$ cat src/common/dcs_pkg.sv
/*
 display clock synthesizer control: shared constants for both ends.
 assumes one clock (pclk, 100 MHz) and asynchronous active-low reset.
*/
package dcs_pkg;
   // -----------------------------------------------------------------
   // sideband address layout
   // -----------------------------------------------------------------
   localparam int unsigned TGT_W    = 8;
   localparam int unsigned START_W  = 8;
   localparam int unsigned SB_AW    = TGT_W + START_W;
   localparam logic [7:0]  TGT_SPREAD    = 8'h02;
   localparam logic [7:0]  TGT_NONSPREAD = 8'h05;
   localparam logic [7:0]  TGT_PIXEL     = 8'h06;
   // -----------------------------------------------------------------
   // synthesizer register starts
   // -----------------------------------------------------------------
   localparam logic [7:0]  OFS_INT_PHASE_DIV = 8'h00;
   localparam logic [7:0]  OFS_FRAC_DITHER   = 8'h04;
   localparam logic [7:0]  OFS_MOD_CTRL      = 8'h0c;
   localparam logic [7:0]  OFS_HALF_DIV      = 8'h10;
   // field positions
   localparam int unsigned BIT_PROPAGATE  = 0;
   localparam int unsigned DIV_LSB        = 1;
   localparam int unsigned DIV_W          = 7;
   localparam int unsigned PHASE_LSB      = 8;
   localparam int unsigned PHASE_W        = 7;
   localparam int unsigned BIT_DITHER_EN  = 0;
   localparam int unsigned FRAC_LSB       = 1;
   localparam int unsigned FRAC_W         = 31;
   localparam int unsigned BIT_POWER_DN_N = 0;
   localparam int unsigned BIT_PATT_HALT  = 3;
   localparam int unsigned BIT_DIV_ONLY   = 8;
   localparam int unsigned BIT_HALVE      = 4;
   // reset values and minimum divider code
   localparam logic [6:0]  DIV_RESET      = 7'h12;
   localparam logic [6:0]  DIV_MIN_CODE   = 7'h03;
   localparam logic [6:0]  PHASE_RESET    = 7'h00;
   localparam logic [30:0] FRAC_RESET     = 31'h0;
   // software wait counts in pclk cycles at 100 MHz
   localparam int unsigned WARMUP_CYCLES  = 2400;   // 24 us power-on warm-up
   localparam int unsigned NEUTRAL_CYCLES = 3200;   // 32 us pattern to neutral
   // clock 1 and 5 start powered down, clock 4 starts enabled
   localparam logic [2:0]  PDN_RESET      = 3'b101;
   // -----------------------------------------------------------------
   // controller apb registers (byte addresses)
   // -----------------------------------------------------------------
   localparam logic [7:0]  APB_SB_ADDR    = 8'h00;
   localparam logic [7:0]  APB_SB_DATA    = 8'h04;
   localparam logic [7:0]  APB_SB_CTLSTAT = 8'h08;
   localparam logic [7:0]  APB_PIX_GATE   = 8'h0c;
   localparam int unsigned BIT_CS_BUSY    = 0;
   localparam int unsigned BIT_CS_WRITE   = 1;
   localparam int unsigned BIT_CS_ERR     = 2;
   // sideband opcodes
   typedef enum logic {DCS_OP_READ, DCS_OP_WRITE} dcs_op_t;
endpackage

$ cat src/common/dcs_sb_if.sv
/*
 sideband link between the controller and the synthesizer registers.
 assumes both ends on pclk; request held until ack.
*/
`timescale 1ns/100ps
`default_nettype none
interface dcs_sb_if;
   import dcs_pkg::*;
   logic             req;     // request level, held until ack
   dcs_op_t          op;
   logic [SB_AW-1:0] addr;    // target in upper byte, start in lower
   logic [31:0]      wdata;
   logic             ack;     // one-cycle pulse
   logic [31:0]      rdata;
   logic             err;     // with ack: no such target/register
   modport master (output req, output op, output addr, output wdata,
                   input ack, input rdata, input err);
   modport target (input req, input op, input addr, input wdata,
                   output ack, output rdata, output err);
endinterface
`default_nettype wire

$ cat src/design/dcs_synth_regs.sv
/*
 synthesizer register block of the three display clock resources.
 assumes a sideband master on pclk holding req until ack.
*/
`timescale 1ns/100ps
`default_nettype none
module dcs_synth_regs
   import dcs_pkg::*;
(
   // clock and reset
   input  wire logic        pclk,
   input  wire logic        presetn,
   // sideband
   dcs_sb_if.target         sb,
   // active settings, spread reference clock
   output logic [30:0]      sp_frac,
   output logic             sp_dither_en,
   output logic [6:0]       sp_phase,
   output logic [6:0]       sp_div,
   output logic             sp_bending,
   // active settings, pixel clock
   output logic [6:0]       px_phase,
   output logic [6:0]       px_div,
   output logic             px_halve,
   // per resource: 0 spread, 1 nonspread, 2 pixel
   output logic [2:0]       power_down,
   output logic [2:0]       patt_halt,
   output logic [2:0]       div_only
);
   // index 0 spread, 1 pixel for double-buffered fields
   logic [30:0] frac_stg_r;
   logic        dith_stg_r;
   logic [6:0]  phase_stg_r [2];
   logic [6:0]  div_stg_r   [2];
   logic [1:0]  prop_r;
   logic [30:0] frac_act_r;
   logic        dith_act_r;
   logic [6:0]  phase_act_r [2];
   logic [6:0]  div_act_r   [2];
   logic        halve_r;
   logic [2:0]  pdn_r;
   logic [2:0]  halt_r;
   logic [2:0]  donly_r;
   logic        ack_r;
   logic        err_r;
   logic [31:0] rdata_r;
   logic [7:0]  tgt;
   logic [7:0]  ofs;
   logic [1:0]  ci;        // clock index 0..2, 3 = none
   logic        hit;
   logic        wen;

   assign tgt = sb.addr[SB_AW-1:START_W];
   assign ofs = sb.addr[START_W-1:0];

   always_comb begin
      ci = 2'd3;
      unique case (tgt)
         TGT_SPREAD:    ci = 2'd0;
         TGT_NONSPREAD: ci = 2'd1;
         TGT_PIXEL:     ci = 2'd2;
         default:       ci = 2'd3;
      endcase
   end

   // register existence per target
   always_comb begin
      hit = 1'b0;
      if (ci != 2'd3) begin
         unique case (ofs)
            OFS_INT_PHASE_DIV: hit = (ci != 2'd1);
            OFS_FRAC_DITHER:   hit = (ci == 2'd0);
            OFS_MOD_CTRL:      hit = 1'b1;
            OFS_HALF_DIV:      hit = (ci == 2'd2);
            default:           hit = 1'b0;
         endcase
      end
   end

   assign wen = sb.req & ~ack_r & hit & (sb.op == DCS_OP_WRITE);

   // -----------------------------------------------------------------
   // sideband answer: one cycle after request
   // -----------------------------------------------------------------
   // ack once per request
   always_ff @(posedge pclk or negedge presetn) begin
      if (!presetn) begin
         ack_r   <= 1'b0;
         err_r   <= 1'b0;
         rdata_r <= 32'h0;
      end else begin
         ack_r   <= sb.req & ~ack_r;
         err_r   <= sb.req & ~ack_r & ~hit;
         rdata_r <= 32'h0;
         if (sb.req && !ack_r && hit) begin
            unique case (ofs)
               OFS_INT_PHASE_DIV: rdata_r <= {17'h0, phase_stg_r[ci[1]],
                                              div_stg_r[ci[1]], prop_r[ci[1]]};
               OFS_FRAC_DITHER:   rdata_r <= {frac_stg_r, dith_stg_r};
               OFS_MOD_CTRL:      rdata_r <= {23'h0, donly_r[ci], 4'h0,
                                              halt_r[ci], 2'b00, pdn_r[ci]};
               default:           rdata_r <= {27'h0, halve_r, 4'h0};
            endcase
         end
      end
   end

   always_ff @(posedge pclk or negedge presetn) begin
      if (!presetn) begin
         frac_stg_r <= FRAC_RESET;
         dith_stg_r <= 1'b0;
      end else if (wen && ofs == OFS_FRAC_DITHER) begin
         frac_stg_r <= sb.wdata[FRAC_LSB +: FRAC_W];
         dith_stg_r <= sb.wdata[BIT_DITHER_EN];
      end
   end

   // per double-buffered resource: spread (0) and pixel (1)
   for (genvar g = 0; g < 2; g++) begin : g_dbuf
      logic wsel;
      assign wsel = wen && ofs == OFS_INT_PHASE_DIV && ci[1] == 1'(g);
      always_ff @(posedge pclk or negedge presetn) begin
         if (!presetn) begin
            phase_stg_r[g] <= PHASE_RESET;
            div_stg_r[g]   <= DIV_RESET;
         end else if (wsel) begin
            phase_stg_r[g] <= sb.wdata[PHASE_LSB +: PHASE_W];
            // reserved divider codes are held at the minimum
            div_stg_r[g]   <= (sb.wdata[DIV_LSB +: DIV_W] < DIV_MIN_CODE) ?
                              DIV_MIN_CODE : sb.wdata[DIV_LSB +: DIV_W];
         end
      end
      // pending set by write, cleared after apply
      always_ff @(posedge pclk or negedge presetn) begin
         if (!presetn) begin
            prop_r[g] <= 1'b0;
         end else if (wsel && sb.wdata[BIT_PROPAGATE]) begin
            prop_r[g] <= 1'b1;
         end else begin
            prop_r[g] <= 1'b0;
         end
      end
      // active copy changes only on propagate
      always_ff @(posedge pclk or negedge presetn) begin
         if (!presetn) begin
            phase_act_r[g] <= PHASE_RESET;
            div_act_r[g]   <= DIV_RESET;
         end else if (prop_r[g]) begin
            phase_act_r[g] <= phase_stg_r[g];
            div_act_r[g]   <= div_stg_r[g];
         end
      end
   end

   always_ff @(posedge pclk or negedge presetn) begin
      if (!presetn) begin
         frac_act_r <= FRAC_RESET;
         dith_act_r <= 1'b0;
      end else if (prop_r[0]) begin
         frac_act_r <= frac_stg_r;
         dith_act_r <= dith_stg_r;
      end
   end

   always_ff @(posedge pclk or negedge presetn) begin
      if (!presetn) begin
         halve_r <= 1'b0;
      end else if (wen && ofs == OFS_HALF_DIV) begin
         halve_r <= sb.wdata[BIT_HALVE];
      end
   end

   always_ff @(posedge pclk or negedge presetn) begin
      if (!presetn) begin
         pdn_r   <= PDN_RESET;
         halt_r  <= 3'b000;
         donly_r <= 3'b000;
      end else if (wen && ofs == OFS_MOD_CTRL) begin
         pdn_r[ci]   <= sb.wdata[BIT_POWER_DN_N];
         halt_r[ci]  <= sb.wdata[BIT_PATT_HALT];
         donly_r[ci] <= sb.wdata[BIT_DIV_ONLY];
      end
   end

   // -----------------------------------------------------------------
   // outputs
   // -----------------------------------------------------------------
   assign sb.ack       = ack_r;
   assign sb.err       = err_r;
   assign sb.rdata     = rdata_r;
   assign sp_frac      = frac_act_r;
   assign sp_dither_en = dith_act_r;
   assign sp_phase     = phase_act_r[0];
   assign sp_div       = div_act_r[0];
   // bent when any active phase step or dither enabled
   assign sp_bending   = (phase_act_r[0] != PHASE_RESET) | dith_act_r;
   // pixel frequency from divider, phase, halve
   assign px_phase     = phase_act_r[1];
   assign px_div       = div_act_r[1];
   assign px_halve     = halve_r;
   assign power_down   = pdn_r;
   assign patt_halt    = halt_r;
   assign div_only     = donly_r;
endmodule
`default_nettype wire

$ cat src/flat_wrapper.sv
// flat-port wrapper written by rule: the top's interface ports become plain ports
module dcs_synth_regs_flat import dcs_pkg::*;
  (pclk, presetn, sp_frac, sp_dither_en, sp_phase, sp_div, sp_bending, px_phase, px_div, px_halve, power_down, patt_halt, div_only, sb_req, sb_op, sb_addr, sb_wdata, sb_ack, sb_rdata, sb_err);
  dcs_sb_if sb_i ();
  input  wire logic pclk;
  input  wire logic presetn;
  output logic [30:0] sp_frac;
  output logic sp_dither_en;
  output logic [6:0] sp_phase;
  output logic [6:0] sp_div;
  output logic sp_bending;
  output logic [6:0] px_phase;
  output logic [6:0] px_div;
  output logic px_halve;
  output logic [2:0] power_down;
  output logic [2:0] patt_halt;
  output logic [2:0] div_only;
  input wire logic [$bits(sb_i.req)-1:0] sb_req;
  input wire logic [$bits(sb_i.op)-1:0] sb_op;
  input wire logic [$bits(sb_i.addr)-1:0] sb_addr;
  input wire logic [$bits(sb_i.wdata)-1:0] sb_wdata;
  output wire logic [$bits(sb_i.ack)-1:0] sb_ack;
  output wire logic [$bits(sb_i.rdata)-1:0] sb_rdata;
  output wire logic [$bits(sb_i.err)-1:0] sb_err;
  assign sb_i.req = sb_req;
  assign sb_i.op = sb_op;
  assign sb_i.addr = sb_addr;
  assign sb_i.wdata = sb_wdata;
  assign sb_ack = sb_i.ack;
  assign sb_rdata = sb_i.rdata;
  assign sb_err = sb_i.err;
  dcs_synth_regs u_core (.pclk(pclk), .presetn(presetn), .sb(sb_i), .sp_frac(sp_frac), .sp_dither_en(sp_dither_en), .sp_phase(sp_phase), .sp_div(sp_div), .sp_bending(sp_bending), .px_phase(px_phase), .px_div(px_div), .px_halve(px_halve), .power_down(power_down), .patt_halt(patt_halt), .div_only(div_only));
endmodule
$ cat config.mk
export PLATFORM = sky130hd
export DESIGN_NAME = dcs_synth_regs_flat
export DESIGN_NICKNAME = d
export VERILOG_FILES = /design/src/common/dcs_pkg.sv /design/src/common/dcs_sb_if.sv /design/src/design/dcs_synth_regs.sv /design/src/flat_wrapper.sv
export SDC_FILE = /design/constraint.sdc
export NUM_CORES = 1
export LEC_CHECK = 0
export ABC_AREA = 0
export BUFFER_PORTS_ARGS = -buffer_cell sky130_fd_sc_hd__buf_2
export CAP_MARGIN = 25
export CORE_ASPECT_RATIO = 1.25
export CORE_UTILIZATION = 50
export DETAILED_ROUTE_END_ITERATION = 10
export PLACE_DENSITY_LB_ADDON = 0.3
export SETUP_SLACK_MARGIN = 0.4
export SKIP_LAST_GASP = 1
export SLEW_MARGIN = 25
export SYNTH_ARGS = -nofsm -noshare
export SYNTH_HDL_FRONTEND = slang
export SYNTH_SLANG_ARGS = --single-unit
$ cat constraint.sdc
create_clock -name pclk -period 3.5 [get_ports pclk]
set_input_delay 0 -clock pclk [delete_from_list [all_inputs] [get_ports pclk]]
set_output_delay 0 -clock pclk [all_outputs]
set_load 0.03 [all_outputs]
Word-level counts from Yosys, hierarchy flattened --
Cells that the tools add are included.
Cells by class: muxes and demuxes 27, bitwise operators 9, reductions and logical operators 15, equal/unequal tests 9, magnitude comparators 5
Operators by type and width (count):
- $pmux 32 s3 | 1
- $mux 7 | 7
- $mux 32 | 1
- $eq 8x3->1 const B | 3
- $logic_and 1x1->1 | 11
- $bwmux 3 | 3
- $mux 1 | 9
- $eq 8x2->1 const B | 1
- $eq 8x4->1 const B | 1
- $eq 8x5->1 const B | 1
- $logic_not 8->1 | 1
- $lt 7x2->1 const B | 1
- $reduce_bool 7->1 | 1
- $bmux 1 s2 | 3
- $pmux 2 s3 | 1
- $and 1x1->1 | 4
- $pmux 1 s4 | 1
- $lt 2x3->1 const B | 1
- $not 1->1 | 3
- $demux 1 s2 | 1
- $eq 2x2->1 const B | 1
- $ge 2x1->1 const B | 1
- $ge 2x2->1 const B | 1
- $logic_not 2->1 | 1
- 6 further kinds | 6
Storage, ports and cells: logic and storage cells 86, output and inout bits 105, register bits 166

Longest topological paths before layout --
depth in word-level cells 11, gate-level depth with buffers 7

Worst setup path after synthesis --
OpenSTA, ideal clock, no wires.
path type input to register, from input port sb_addr[13], to register u_core.frac_stg_r[0], setup slack 1.074 ns, data arrival time 2.301 ns, stages on the path 6, cell sequence or3_4 -> a2111o_1 -> or4_4 -> a2111oi_4 -> buf_6 -> mux2_4
On the way: longest elaborated chain between the ends 8
Ends and longest elaborated chain:
- from (decl) | line flat_wrapper.sv:20 | input wire logic [$bits(sb_i.addr)-1:0] sb_addr;
- $eq 8x3->1 / $eq 8x2->1 (equally long branches) | line dcs_synth_regs.sv:58 | unique case (tgt)
- $pmux 2 s3 * | line dcs_synth_regs.sv:58
- $eq 2x2->1 (tied with other cells) | line dcs_synth_regs.sv:74 | OFS_HALF_DIV: hit = (ci == 2'd2);
- $pmux 1 s4 | line dcs_synth_regs.sv:70 | unique case (ofs)
- $mux 1 * | line dcs_synth_regs.sv:69 | if (ci != 2'd3) begin
- $and 1x1->1 * (2 in a row) | line dcs_synth_regs.sv:80 | assign wen = sb.req & ~ack_r & hit & (sb.op == DCS_OP_WRITE);
- $logic_and 1x1->1 * | line dcs_synth_regs.sv:112 | end else if (wen && ofs == OFS_FRAC_DITHER) begin
- to (signal assigned) | line dcs_synth_regs.sv:113 | frac_stg_r <= sb.wdata[FRAC_LSB +: FRAC_W];
- to (decl) | line dcs_synth_regs.sv:31 | logic [30:0] frac_stg_r;
Every way passes the cells marked *; elsewhere a longest branch is shown, timed or not. A chain may end at the register's enable or synchronous reset.

Worst setup path in the final report --
from register u_core.ack_r, in the netlist u_core.sb.ack, to register u_core.dith_stg_r
On the way: longest elaborated chain between the ends 5
Ends and longest elaborated chain:
- from (decl) | line dcs_synth_regs.sv:44 | logic ack_r;
- from (signal assigned) | line dcs_synth_regs.sv:92 | ack_r <= sb.req & ~ack_r;
- $not 1->1 | line dcs_synth_regs.sv:80
- $and 1x1->1 (3 in a row) | line dcs_synth_regs.sv:80
- $logic_and 1x1->1 | line dcs_synth_regs.sv:112
- to (signal assigned) | line dcs_synth_regs.sv:114 | dith_stg_r <= sb.wdata[BIT_DITHER_EN];
- to (decl) | line dcs_synth_regs.sv:32 | logic dith_stg_r;
Every way passes these cells.

==> out/qor.yml <==
cts_buffers: 17
power_mw: 3.993
dieArea_um2: 14220
hold_slack_ns: 0.05091
avgSynthCellArea_um2: 15.27
holdCritStartpoint: "sb_op"
post_cts_resized: 0
clock_path_buffers: 2
nFillCells: 960
grt_pass1_vias: 5012
grtUsageTotal_pct: 24.20
synth.distinct_cells: 49
antennaDiodeCount: 0
p_clk_share_pct: 48.2
r2r_setup_slack_ns: 0.74
swShare_pct: 20.46
overflow: 0
wl_um: 16120
worstMarginPinSlew_ns: 0.9665
worstPathArrival_ns: 3.05
critPathKind: "register to register"
avgViaCountPerCell: 5.550
p_comb_share_pct: 3.6
rsz0062_at_grt: "no"
slew_headroom_pct: 35.57
hold_viol_final: 0
cp-start-kind: "register"
dr.pass1.iters: 5
cts_root_buf: "clkbuf_16"
clkLatencyLatePin_ns: 0.42
maxCapViolations: 0
r2r-end: "u_core.dith_stg_r$_DFFE_PN0P_"
first_iter_violations: 148
port_buffers: 156
gp_congestion: 0.8229
setup_tns_ns: 0
dp_hpwl_um: 10560
ys_seq_area_share_pct: 60.62
fp.dieH_um: 133.1
ff2ff_path_depth: 6
row_count: 47
syn_to_final_growth_pct: 28.24
wire_per_inst_um: 19.45
grt_antenna_before_repair: 0
cts_max_level: 4
status: "finished clean"
worstReg2RegStart: "u_core.sb.ack$_DFF_PN0_"
hp-class: "input pin to register"
seqPwrFrac_pct: 48.1
die_x_um: 106.9
p_switching_mw: 0.8171
skew_ns: 0.02057
seq_area_um2: 4168
clock.fmax_mhz: 363.0
post_dp_cell_area_um2: 7869
nets: 697
powerDensity_nw_per_um2: 453.0
irDropWorstVdd_mv: 0.2557
worstSetupEndpointType: "register"
critical_path.max_fanout: 22
synth_ff_type: "dfrtp_1"
leakagePower_nw: 4.535
p_int_mw: 3.176
design_area_um2: 8813
core_region_area_um2: 13350
synth_edf_count: 0
synth_area_um2: 6873
cts_tree: "yes"
hold_path_end: "u_core.prop_r[1]$_DFF_PN0_"
whs_path_depth: 4
grt_first_pass_wirelength_um: 26340
drive_above_1_share_pct: 55.93
synthArstFlopShare_pct: 100.0
fin_crit_sh_pct: 78.72
dp.cells: 764
setup_viol: 0
syn-num-nets: 502
initial_utilization_pct: 51.49
grt_max_degree: 85
layout.cells.non_filler: 829
antenna_left: 0
synthCells: 450
ys_warn_count: 0
cts_sinks: 166
slew_viol_final: 0
ios: 157
remaining_drc_errors: 0
synth_seq_cells: 166
vias: 4601
worstPathRequired_ns: 3.80
clk_transition_reported_paths_ns: 0.06
finalCriticalPeriod_ns: 2.755
multi_input_area_um2: 2601
## cells by family (layout without fill, tap and decap cells)
kind of cell	count (synthesis)	after routing	synth area share, %
AO/OA/AOI/OAI	35	35	4.369
buffers and inverters	25	233	1.820
flip-flops	166	166	60.62
multiplexers	149	149	25.94
AND/OR/NAND/NOR	75	75	7.245
## power groups by stage
stage	Sequential (mW)	Clock (mW)	Combinational, mW
after detailed placement	1.96	0	0.118
after CTS	1.92	1.96	0.147
after floorplan	1.96	0	0.0226
final	1.92	1.93	0.145
after global routing	1.92	2.04	0.161
after global placement	1.96	0	0.114
## per-stage QoR
step	utilization, %	setup slack (ns)
finish	66.02	0.7449
global route	66.02	0.6599
CTS	66.02	0.7270
detailed placement	58.95	0.7607
global placement	58.95	0.8103
floorplan	-	1.074
## cell usage in the layout, fill, tap and decap left out, types with 3 or more instances in the layout
cell type / synthesis / routed
nand3b_1: 3 / 3
mux2i_1: 6 / 6
mux2_4: 30 / 30
buf_2: 4 / 155
clkbuf_1: 15 / 3
clkinvlp_4: 0 / 4
a21oi_1: 3 / 3
dfstp_2: 10 / 10
nor4_1: 4 / 4
a22oi_1: 14 / 14
and4_1: 17 / 17
dfrtp_1: 156 / 155
mux2_2: 113 / 113
dlygate4sd3_1: 0 / 33
or2_2: 3 / 3
nor2_1: 15 / 14
buf_4: 1 / 10
nor3_1: 7 / 6
or3_4: 3 / 3
nand2_1: 4 / 4
bufinv_16: 0 / 4
clkbuf_16: 0 / 17
## cell usage after synthesis, types with 3 or more instances
master | number | area, um^2
mux2_2 | 113 | 1272
a21oi_1 | 3 | 15.01
buf_6 | 3 | 33.78
mux2_4 | 30 | 450.4
or2_2 | 3 | 18.77
nor3_1 | 7 | 35.03
nand2_1 | 4 | 15.01
and4_1 | 17 | 148.9
nor4_1 | 4 | 25.02
nand3b_1 | 3 | 22.52
dfrtp_1 | 156 | 3904
nor2_1 | 15 | 56.30
mux2i_1 | 6 | 60.06
dfstp_2 | 10 | 262.8
a22oi_1 | 14 | 105.1
a2111oi_0 | 3 | 26.28
clkbuf_1 | 15 | 56.30
buf_2 | 4 | 20.02
or3_4 | 3 | 33.78
## cell type report
cell class	count	area share [%]
timing repair buffer	200	13.76
clock buffer	20	4.955
clock inverter	12	2.016
sequential	166	47.29
tap	171	2.428
multi-input combinational	259	29.51
inverter	1	0.04259
## registers in the layout, indices dropped and copies added, names as in the netlist, 2 cells and up
register	cells
u_core.sp_phase	7
u_core.div_stg_r	14
u_core.px_phase	7
u_core.prop_r	2
u_core.div_only	3
u_core.patt_halt	3
u_core.phase_stg_r	14
u_core.px_div	7
u_core.sp_div	7
u_core.power_down	3
u_core.sb.rdata	32
u_core.frac_stg_r	31
u_core.sp_frac	31
## what timing repair did
| item | CTS | global route |
|---|---|---|
| endpoints found under the hold margin | 143 | 0 |
| hold buffers | 33 | 0 |
| setup buffers | 0 | 0 |
## how the worst max path moves through the flow
stage                            startpoint  slack, ns  depth (start not counted)                               end
finish              u_core.sb.ack$_DFF_PN0_       0.74                          6     u_core.dith_stg_r$_DFFE_PN0P_
global route        u_core.sb.ack$_DFF_PN0_       0.66                          6     u_core.dith_stg_r$_DFFE_PN0P_
CTS                 u_core.sb.ack$_DFF_PN0_       0.73                          6     u_core.dith_stg_r$_DFFE_PN0P_
detailed placement              sb_addr[13]       0.76                          7     u_core.dith_stg_r$_DFFE_PN0P_
global placement                sb_addr[13]       0.81                          7     u_core.dith_stg_r$_DFFE_PN0P_
floorplan                       sb_addr[13]       1.07                          6  u_core.frac_stg_r[0]$_DFFE_PN0P_
## critical path: stages, from the launching register on
cell	delay [ns]
dfrtp_1	0.38
and2b_2	0.44
nand2_1	0.14
or4_4	0.49
a2111oi_4	0.38
buf_4	0.42
mux2_2	0.38
## routing by layer
metal  track usage [%]  share of wire, %
met5                 0                 0
met4             9.361               2.4
met3             5.074               4.3
met1             30.08                42
met2             41.18                51
Power figures use the tool's default switching activity.
